$ cat src/msw_defines.vh
`ifndef MSW_DEFINES_VH
`define MSW_DEFINES_VH
// Register addresses (7-bit, wordwise).
`define MSW_ADDR_MODE_SUPPLY   7'h01
`define MSW_ADDR_HW_CONFIG     7'h02
`define MSW_ADDR_WATCHDOG      7'h03
// Mode field codes.
`define MSW_MODE_NORMAL        2'h0
`define MSW_MODE_SLEEP         2'h1
`define MSW_MODE_STOP          2'h2
`define MSW_MODE_SOFTRST       2'h3
// Second regulator codes.
`define MSW_VCC2_OFF           2'h0
`define MSW_VCC2_NORMAL        2'h1
`define MSW_VCC2_NORM_STOP     2'h2
`define MSW_VCC2_ALWAYS        2'h3
// Reset values.
`define MSW_RST_MODE_SUPPLY    8'h00
`define MSW_RST_HW_CONFIG      8'h00
`define MSW_RST_WATCHDOG       8'h14
// Writable masks; reserved bits are zero.
`define MSW_MASK_MODE_SUPPLY   8'hff
`define MSW_MASK_HW_CONFIG     8'hfb
`define MSW_MASK_WATCHDOG      8'hf7
// Bits kept across a soft reset in the hardware config register.
`define MSW_KEEP_HW_SOFTRST    8'h88
// Frame layout.
`define MSW_FRAME_BITS         16
`define MSW_BIT_WRITE          7
`endif

$ cat src/msw_spi_shift.v
`timescale 1ns/100ps
// Shifts one 16-bit SPI frame, LSB first, mode 0 timing on oversampled pins.
module msw_spi_shift #(
  parameter FRAME_BITS = 16
) (
  // Clock and reset
  input  wire                  i_mclk,
  input  wire                  i_reset,
  // SPI pins
  input  wire                  i_sclk,
  input  wire                  i_csn,
  input  wire                  i_mosi,
  output reg                   o_miso,
  // Frame interface
  input  wire [7:0]            i_reply,
  output reg                   o_header_ready,
  output reg                   o_frame_done,
  output reg  [FRAME_BITS-1:0] o_frame
);
  reg       sclk_d;
  reg       csn_d;
  reg [4:0] count;
  reg [7:0] reply_shift;

  always @(posedge i_mclk) begin
    if (i_reset) begin
      sclk_d         <= 1'b0;
      csn_d          <= 1'b1;
      count          <= 5'h00;
      reply_shift    <= 8'h00;
      o_miso         <= 1'b0;
      o_header_ready <= 1'b0;
      o_frame_done   <= 1'b0;
      o_frame        <= {FRAME_BITS{1'b0}};
    end else begin
      sclk_d         <= i_sclk;
      csn_d          <= i_csn;
      o_header_ready <= 1'b0;
      o_frame_done   <= 1'b0;
      if (i_csn) begin
        count <= 5'h00;
        if (!csn_d && count == FRAME_BITS[4:0]) begin
          o_frame_done <= 1'b1;
        end
      end else if (i_sclk && !sclk_d) begin
        o_frame <= {i_mosi, o_frame[FRAME_BITS-1:1]};
        if (count != 5'h1f) begin
          count <= count + 5'h01;
        end
        if (count == 5'h07) begin
          o_header_ready <= 1'b1;
        end
      end else if (!i_sclk && sclk_d) begin
        if (count == 5'h08) begin
          o_miso      <= i_reply[0];
          reply_shift <= {1'b0, i_reply[7:1]};
        end else begin
          o_miso      <= reply_shift[0];
          reply_shift <= {1'b0, reply_shift[7:1]};
        end
      end
    end
  end
endmodule // msw_spi_shift

$ cat src/msw_ctrl_regs.v
// Behaviour
// - Mode bits 7:6 select normal, sleep, stop, or soft reset.
// - A write requesting sleep while in stop mode keeps the mode field at stop; its other bits are written.
// - Entering restart rewrites the mode field to normal.
// - Second regulator field clears to off on restart and overtemperature.
// - Write frames return the register content from before the write.
// - Bit 5 switches the auxiliary regulator off or on.
// - Bits 4:3 select second regulator off, normal, normal+stop, always.
// - Overvoltage always flags; bit 2 also requests restart or fail-safe.
// - Bits 1:0 select one of four main reset thresholds.
// - Hardware bit 7 selects auxiliary voltage same or alternate.
// - Hardware bit 6 suppresses reset output pulse during soft reset.
// - Hardware bit 5 turns failure outputs on by software.
// - Failure-triggered outputs persist until failure status is cleared.
// - Restart clears the software failure-output bit.
// - Hardware bit 4 keeps auxiliary regulator on at low supply.
// - Hardware bit 3 selects stand-alone or load-sharing operation.
// - Hardware bit 1 enables load sharing in stop mode.
// - Hardware bit 0 picks failure count one or two for restart.
// - Soft reset keeps voltage-select and load-share; power-on clears all.
// - Watchdog bit 6 requests watchdog disable in stop mode.
// - Watchdog bit 5 selects time-out or window watchdog.
// - Watchdog bit 4 lets bus wake in stop start the watchdog.
// - Control bits hold their value unless hardware modifies them.
`timescale 1ns/100ps
`include "msw_defines.vh"
module msw_ctrl_regs (
  // Clock and reset
  input  wire       i_mclk,
  input  wire       i_reset,
  // SPI pins
  input  wire       i_sclk,
  input  wire       i_csn,
  input  wire       i_mosi,
  // System events
  input  wire       i_restart_entry,
  input  wire       i_overtemperature,
  input  wire       i_main_overvoltage,
  input  wire       i_failure_status,
  input  wire       i_supply_undervoltage,
  input  wire       i_bus_wake,
  input  wire       i_wd_period_load,
  input  wire [2:0] i_wd_period_value,
  // SPI data out
  output reg        o_miso,
  // Mode outputs
  output reg  [1:0] o_mode,
  output reg        o_soft_reset,
  output reg        o_reset_output_n,
  // Supply outputs
  output reg        o_aux_reg_on,
  output reg        o_aux_voltage_alt,
  output reg        o_aux_load_share_on,
  output reg        o_second_reg_on,
  output reg  [1:0] o_main_reset_threshold,
  output reg        o_main_ov_flag,
  output reg        o_main_ov_restart_req,
  output reg        o_wd_fail_single,
  // Failure outputs
  output reg        o_failure_outputs,
  // Watchdog outputs
  output reg        o_wd_stop_disable_lo,
  output reg        o_wd_window_select,
  output reg        o_wd_bus_start,
  output reg  [2:0] o_wd_period_select,
  output reg        o_wd_parity_error
);
  reg  [7:0]  mode_supply_control;
  reg  [7:0]  hardware_config_control;
  reg  [7:0]  watchdog_control;
  reg  [7:0]  next_ms;
  reg  [7:0]  next_hw;
  reg  [7:0]  next_wd;
  reg  [7:0]  reply_latch;
  reg  [7:0]  read_mux;
  reg         soft_pending;
  wire        header_ready;
  wire        frame_done;
  wire [15:0] frame;
  wire [6:0]  addr  = frame[6:0];
  wire        wr    = frame[`MSW_BIT_WRITE];
  wire [7:0]  wdata = frame[15:8];

  function [7:0] msw_read;
    input [6:0] a;
    input [7:0] ms;
    input [7:0] hw;
    input [7:0] wd;
    begin
      case (a)
        `MSW_ADDR_MODE_SUPPLY: msw_read = ms;
        `MSW_ADDR_HW_CONFIG:   msw_read = hw & `MSW_MASK_HW_CONFIG;
        `MSW_ADDR_WATCHDOG:    msw_read = wd & `MSW_MASK_WATCHDOG;
        default:               msw_read = 8'h00;
      endcase
    end
  endfunction

  msw_spi_shift #(
    .FRAME_BITS (`MSW_FRAME_BITS)
  ) u_shift (
    .i_mclk         (i_mclk),
    .i_reset        (i_reset),
    .i_sclk         (i_sclk),
    .i_csn          (i_csn),
    .i_mosi         (i_mosi),
    .o_miso         (),
    .i_reply        (reply_latch),
    .o_header_ready (header_ready),
    .o_frame_done   (frame_done),
    .o_frame        ()
  );

  // Local copy of the frame, captured from the same pin timing.
  reg        sclk_d;
  reg [15:0] shreg;
  reg [4:0]  bitn;
  reg [7:0]  out_sh;
  assign frame = shreg;

  always @(posedge i_mclk) begin
    if (i_reset) begin
      sclk_d <= 1'b0;
      shreg  <= 16'h0000;
      bitn   <= 5'h00;
      out_sh <= 8'h00;
      o_miso <= 1'b0;
    end else begin
      sclk_d <= i_sclk;
      if (i_csn) begin
        bitn <= 5'h00;
      end else if (i_sclk && !sclk_d) begin
        shreg <= {i_mosi, shreg[15:1]};
        if (bitn != 5'h1f) begin
          bitn <= bitn + 5'h01;
        end
      end else if (!i_sclk && sclk_d) begin
        if (bitn == 5'h08) begin
          o_miso <= reply_latch[0];
          out_sh <= {1'b0, reply_latch[7:1]};
        end else begin
          o_miso <= out_sh[0];
          out_sh <= {1'b0, out_sh[7:1]};
        end
      end
    end
  end

  // Header decoded after bit 7: old content is latched as the reply.
  always @(posedge i_mclk) begin
    if (i_reset) begin
      reply_latch <= 8'h00;
    end else if (header_ready) begin
      reply_latch <= read_mux;
    end
  end

  always @* begin
    // After eight rising edges the header sits in the top byte of shreg.
    read_mux = msw_read(shreg[14:8], mode_supply_control,
                        hardware_config_control, watchdog_control);
  end

  always @* begin
    next_ms = mode_supply_control;
    next_hw = hardware_config_control;
    next_wd = watchdog_control;
    if (frame_done && wr) begin
      case (addr)
        `MSW_ADDR_MODE_SUPPLY: begin
          next_ms = wdata;
          if (mode_supply_control[7:6] == `MSW_MODE_STOP &&
              wdata[7:6] == `MSW_MODE_SLEEP) begin
            next_ms[7:6] = mode_supply_control[7:6];
          end
        end
        `MSW_ADDR_HW_CONFIG: next_hw = wdata & `MSW_MASK_HW_CONFIG;
        `MSW_ADDR_WATCHDOG:  next_wd = wdata & `MSW_MASK_WATCHDOG;
        default: next_ms = mode_supply_control;
      endcase
    end
    if (i_wd_period_load) begin
      next_wd[2:0] = i_wd_period_value;
    end
    if (i_overtemperature) begin
      next_ms[4:3] = `MSW_VCC2_OFF;
    end
    if (i_restart_entry) begin
      next_ms[7:6] = `MSW_MODE_NORMAL;
      next_ms[4:3] = `MSW_VCC2_OFF;
      next_hw[5]   = 1'b0;
    end
  end

  always @(posedge i_mclk) begin
    if (i_reset) begin
      mode_supply_control     <= `MSW_RST_MODE_SUPPLY;
      hardware_config_control <= `MSW_RST_HW_CONFIG;
      watchdog_control        <= `MSW_RST_WATCHDOG;
      soft_pending            <= 1'b0;
      o_wd_parity_error       <= 1'b0;
    end else if (soft_pending) begin
      mode_supply_control     <= `MSW_RST_MODE_SUPPLY;
      hardware_config_control <= hardware_config_control &
                                 `MSW_KEEP_HW_SOFTRST;
      watchdog_control        <= `MSW_RST_WATCHDOG;
      soft_pending            <= 1'b0;
    end else begin
      mode_supply_control     <= next_ms;
      hardware_config_control <= next_hw;
      watchdog_control        <= next_wd;
      soft_pending            <= (next_ms[7:6] == `MSW_MODE_SOFTRST);
      if (frame_done && wr && addr == `MSW_ADDR_WATCHDOG) begin
        o_wd_parity_error <= ^wdata;
      end
    end
  end

  // Decoded outputs, all registered.
  always @(posedge i_mclk) begin
    if (i_reset) begin
      o_mode                 <= `MSW_MODE_NORMAL;
      o_soft_reset           <= 1'b0;
      o_reset_output_n       <= 1'b1;
      o_aux_reg_on           <= 1'b0;
      o_aux_voltage_alt      <= 1'b0;
      o_aux_load_share_on    <= 1'b0;
      o_second_reg_on        <= 1'b0;
      o_main_reset_threshold <= 2'h0;
      o_main_ov_flag         <= 1'b0;
      o_main_ov_restart_req  <= 1'b0;
      o_wd_fail_single       <= 1'b0;
      o_failure_outputs      <= 1'b0;
      o_wd_stop_disable_lo   <= 1'b0;
      o_wd_window_select     <= 1'b0;
      o_wd_bus_start         <= 1'b0;
      o_wd_period_select     <= 3'h0;
    end else begin
      o_mode       <= mode_supply_control[7:6];
      o_soft_reset <= soft_pending;
      o_reset_output_n <= !(soft_pending &&
                            !hardware_config_control[6]);
      o_aux_reg_on <= mode_supply_control[5] &&
                      (hardware_config_control[4] ||
                       !i_supply_undervoltage);
      o_aux_voltage_alt <= hardware_config_control[7];
      o_aux_load_share_on <= hardware_config_control[3] &&
                             (mode_supply_control[7:6] != `MSW_MODE_STOP ||
                              hardware_config_control[1]);
      case (mode_supply_control[4:3])
        `MSW_VCC2_NORMAL:
          o_second_reg_on <= mode_supply_control[7:6] == `MSW_MODE_NORMAL;
        `MSW_VCC2_NORM_STOP:
          o_second_reg_on <= mode_supply_control[7:6] == `MSW_MODE_NORMAL ||
                             mode_supply_control[7:6] == `MSW_MODE_STOP;
        `MSW_VCC2_ALWAYS: o_second_reg_on <= 1'b1;
        default:          o_second_reg_on <= 1'b0;
      endcase
      o_main_reset_threshold <= mode_supply_control[1:0];
      o_main_ov_flag <= i_main_overvoltage;
      o_main_ov_restart_req <= i_main_overvoltage &&
                               mode_supply_control[2];
      o_wd_fail_single <= hardware_config_control[0];
      o_failure_outputs <= hardware_config_control[5] ||
                           i_failure_status;
      o_wd_stop_disable_lo <= watchdog_control[6];
      o_wd_window_select   <= watchdog_control[5];
      o_wd_bus_start <= watchdog_control[4] && i_bus_wake &&
                        mode_supply_control[7:6] == `MSW_MODE_STOP;
      o_wd_period_select <= watchdog_control[2:0];
    end
  end
endmodule // msw_ctrl_regs

$ cat config.mk
export PLATFORM = sky130hd
export DESIGN_NAME = msw_ctrl_regs
export DESIGN_NICKNAME = d
export VERILOG_FILES = /design/src/msw_spi_shift.v /design/src/msw_ctrl_regs.v
export VERILOG_INCLUDE_DIRS = /design/src
export SDC_FILE = /design/constraint.sdc
export NUM_CORES = 1
export LEC_CHECK = 0
export BUFFER_PORTS_ARGS = -buffer_cell sky130_fd_sc_hd__buf_2
export CAP_MARGIN = 20
export CORE_MARGIN = 5
export CORE_UTILIZATION = 45
export CTS_BUF_LIST = sky130_fd_sc_hd__clkbuf_8
export CTS_CLUSTER_SIZE = 30
export DETAILED_ROUTE_END_ITERATION = 10
export GPL_ROUTABILITY_DRIVEN = 1
export SLEW_MARGIN = 20
export SYNTH_ARGS = -nofsm -noshare
export SYNTH_HDL_FRONTEND = slang
export SYNTH_SLANG_ARGS = --single-unit
export TNS_END_PERCENT = 5
$ cat constraint.sdc
create_clock -name i_mclk -period 2.5 [get_ports i_mclk]
set_clock_uncertainty 0.2 [all_clocks]
set_input_delay 0.25 -clock i_mclk [delete_from_list [all_inputs] [get_ports i_mclk]]
set_output_delay 0.25 -clock i_mclk [all_outputs]
set_load 0.05 [all_outputs]
==> metrics.md <==
| Metric | Value |
|---|---|
| Resized Gates After CTS | `0` |
| Post-CTS Hold Fix Bufs | `5` |
| Die extent in x | `102 µm` |
| Pre-Repair DR Iteration Count | `6` |
| Hold Path Class | `input port to flop` |
| Top_reg_cell synth | `dfxtp_1` |
| Top delay family on crit path | `simple AND/OR/NAND/NOR gates` |
| Worst skew pair latency | `about 0.35 ns` |
| Sw frac | `0.224` |
| Overall Global Routing Usage | `0.183` |
| DIE AREA | `10400 µm²` |
| Most used routing layer | `met2` |
| Distinct cells, synth | `51` |
| Clock sinks | `90` |
| Worst setup EP type | `flop` |
| Iteration-0 DRC count of the detailed router | `237` |
| Register area | `1800 µm²` |
| RSZ-0062 raised after global routing | `false` |
| First-pass GRT wire length | `roughly 15000 µm` |
| Fraction of registers with async set or reset after synthesis | `0` |
| Final setup viols | `0` |
| Starting Density | `0.463` |
| Vias in the first global route | `about 3000` |
| Seq/Total Area, Yosys | `0.472` |
| Post-Route Setup TNS | `0 ns` |
| Vias/cell | `~5.6` |
| Layout cell share with drive strength beyond 1 | `0.160` |
| Max Cap Viol | `0` |
| CTS tree | `built` |
| Residual DRC count | `0` |
| Reg clk slew, reported paths | `around 0.09 ns` |
| Worst Tran Pin Value | `0.654 ns` |
| Slew HR | `0.560` |
| Post-CTS repair timing setup buffer count | `0` |
| CTS max path bufs | `2` |
| Gate Count Post-Synth | `between 400 and 500` |
| CP peak stage delay | `between 0.4 and 0.5 ns` |
| Met1 Use GR | `0.259` |
| Die height | `102 µm` |
| CP required | `2.58 ns` |
| Non-Filler Instances | `567` |
| Pleak | `1.52 nW` |
| Syn-to-layout area delta | `14.8%` |
| Status | `finished, final reports clean` |
| Internal power | `between 0.002 and 0.0025 W` |
| Min Tclk post-route | `2.14 ns` |
| Row count | `33` |
| Final Hold Fails | `0` |
| Worst-path cell chain | `ha_1 > and3_1 > ha_1 > or3b_1 > or3_1 > a21oi_1` |
| Syn. warnings | `0` |
| CP bufs+invs | `0` |
| Core Region | `between 8000 and 9000 µm²` |
| Met2 Resource Use GR | `0.275` |
| Cell mode on critical path | `ha_1` |
| Met3 Use GR | `0.0471` |
| Comb pwr share | `0.047` |
| Sequential share of power | `0.545` |
| Critical path launch point type | `flop` |
| Placed insts | `546` |
| Max rail drop VDD | `0.307 mV` |
| Antenna-violating nets left | `0` |
| Routed wire per std cell | `16.2 µm` |
| Worst path arrival time | `2.22 ns` |
| RePlAce Congestion | `0.840` |
| Antenna diodes | `0` |
| Switching Power | `0.000600 W` |
| Post-synthesis area per instance | `9.05 µm²` |
| Initial antenna violation count | `0` |
| CTS H-tree depth | `3` |
| P per Cell Area | `610 nW/µm²` |
| Num CTS Buffers | `9` |
| CTS root buf | `clkbuf_8` |
| Ports | `37` |
| Syn Nets | `449` |
| Fin crit share | `0.856` |
| EDFF count, synth | `0` |
| HPWL after detailed placement | `6360 µm` |
| CP max FO | `5` |
| Final WL | `9160 µm` |
| IO Port Bufs | `36` |
| Largest net degree at the start of global routing | `23` |
| Max Slew Vio Count | `0` |
| Grt ovf | `0` |
| Mapped Area | `between 3000 and 4000 µm²` |
| Multi-input gate area | `1850 µm²` |
| CP max-delay cell | `or3b_1` |
| Max Freq | `467 MHz` |
| Worst setup path class | `flop to flop` |
| Number of synthesized register bits | `90` |
| Final #Nets | `between 400 and 500` |
| Layout fillers | `812` |
| Routed vias | `between 3000 and 4000` |
| Clock power share | `0.408` |
==> path summary, 6_finish.rpt <==
| path | start | to | slack [ns] | cells after the start |
|---|---|---|---|---|
| setup / recovery | u_shift.count[0]$_SDFFE_PP0P_ | u_shift.count[3]$_SDFFE_PP0P_ | 0.36 | 6 |
| hold / removal | i_overtemperature | mode_supply_control[4]$_SDFFE_PP0P_ | 0.02 | 3 |
| setup reg to reg | u_shift.count[0]$_SDFFE_PP0P_ | u_shift.count[3]$_SDFFE_PP0P_ | 0.36 | 6 |
| hold reg to reg | reply_latch[7]$_SDFFE_PP0P_ | reply_latch[7]$_SDFFE_PP0P_ | 0.28 | 2 |
==> tightest hold or removal path, stage by stage <==
cell and delay (ns):
buf_2 0.07, nand2b_1 0.15, a21oi_1 0.05
==> cell families after synthesis <==
family                   share of synthesized area
AO/OA/AOI/OAI                                0.176
buffers and inverters                       0.0485
AND/OR/NAND/NOR                              0.229
adder cells (fa/ha/maj)                     0.0393
multiplexers                                0.0239
XOR/XNOR                                    0.0115
flip-flops                                   0.472
==> Yosys cell counts (5+ instances only) <==
library cell | instances | area [µm²]
dfxtp_1 | 90 | 1800
nand2_1 | 54 | 203
a21oi_1 | 45 | 225
nor2_1 | 22 | 82.6
inv_1 | 18 | 67.6
clkbuf_1 | 17 | 63.8
o31ai_1 | 16 | 120
nor2b_1 | 15 | 93.8
nand4_1 | 14 | 87.6
ha_1 | 12 | 150
a211oi_1 | 10 | 75.1
or3_1 | 9 | 56.3
mux2i_1 | 8 | 80.1
buf_2 | 7 | 35.0
a222oi_1 | 6 | 60.1
nand3_1 | 6 | 30.0
buf_1 | 5 | 18.8
nand2b_1 | 5 | 31.3
o21ai_0 | 5 | 25.0
xnor2_1 | 5 | 43.8
==> final cells by class <==
| class | instances | share of cell area |
|---|---|---|
| clock buffers | 10 | 0.0314 |
| inverters | 18 | 0.0154 |
| multi-input cells | 285 | 0.421 |
| repair buffers | 53 | 0.0730 |
| flip-flops and latches | 90 | 0.411 |
| well taps | 105 | 0.0299 |
| clock inverters | 6 | 0.0185 |
==> sequential cells by signal, indices dropped and copies added (netlist names), 2 cells and up <==
signal,count
u_shift.count,5
mode_supply_control,8
bitn,5
msw_read.wd,7
frame,16
o_main_reset_threshold,2
reply_latch,8
out_sh,7
o_mode,2
o_wd_period_select,3
hardware_config_control,7
==> metrics by stage <==
step	hold slack [ns]	setup WS, ns	power, W	utilization	instance area [µm²]
after global routing	0.00621	0.240	0.00277	0.531	4390
after CTS	0.0127	0.351	0.00269	0.531	4390
final	0.0198	0.361	0.00268	0.531	4390
after detailed placement	0.264	0.371	0.00161	0.499	4120
after global placement	0.255	0.409	0.00161	0.499	4120
after floorplan	0.129	0.457	0.00157	-	3820
==> routing by layer <==
metal  wire, µm  up-vias
li1           -     1582
met4        149        0
met5          0        -
met2       4060       82
met1       4460     1509
met3        493       12
==> layout by cell type, fill, tap and decap left out, types with 3 or more instances in the layout <==
| cell type | count |
|---|---|
| nor3b_1 | 3 |
| ha_1 | 12 |
| a21oi_1 | 45 |
| dfxtp_1 | 90 |
| or4b_1 | 3 |
| nand2b_1 | 5 |
| a222oi_1 | 6 |
| clkbuf_8 | 10 |
| nand2_1 | 54 |
| or3b_1 | 3 |
| or3_1 | 9 |
| buf_2 | 36 |
| a311oi_1 | 3 |
| inv_1 | 19 |
| dlygate4sd3_1 | 5 |
| nor2b_1 | 15 |
| o31ai_1 | 16 |
| nor2_1 | 22 |
| nand3_1 | 6 |
| nand4_1 | 14 |
| o21ai_0 | 5 |
| buf_4 | 12 |
| xnor2_1 | 5 |
| mux2i_1 | 8 |
| a211oi_1 | 10 |
| nor3_1 | 4 |
==> power groups by stage <==
stage	Clock [W]	Combinational, W	Sequential [W]
detailed placement	0	0.000121	0.00149
finish	0.00109	0.000125	0.00146
global route	0.00117	0.000139	0.00146
floorplan	0	0.0000667	0.00151
CTS	0.00110	0.000127	0.00146
global placement	0	0.000119	0.00149
(Power assumes the default switching activity.)
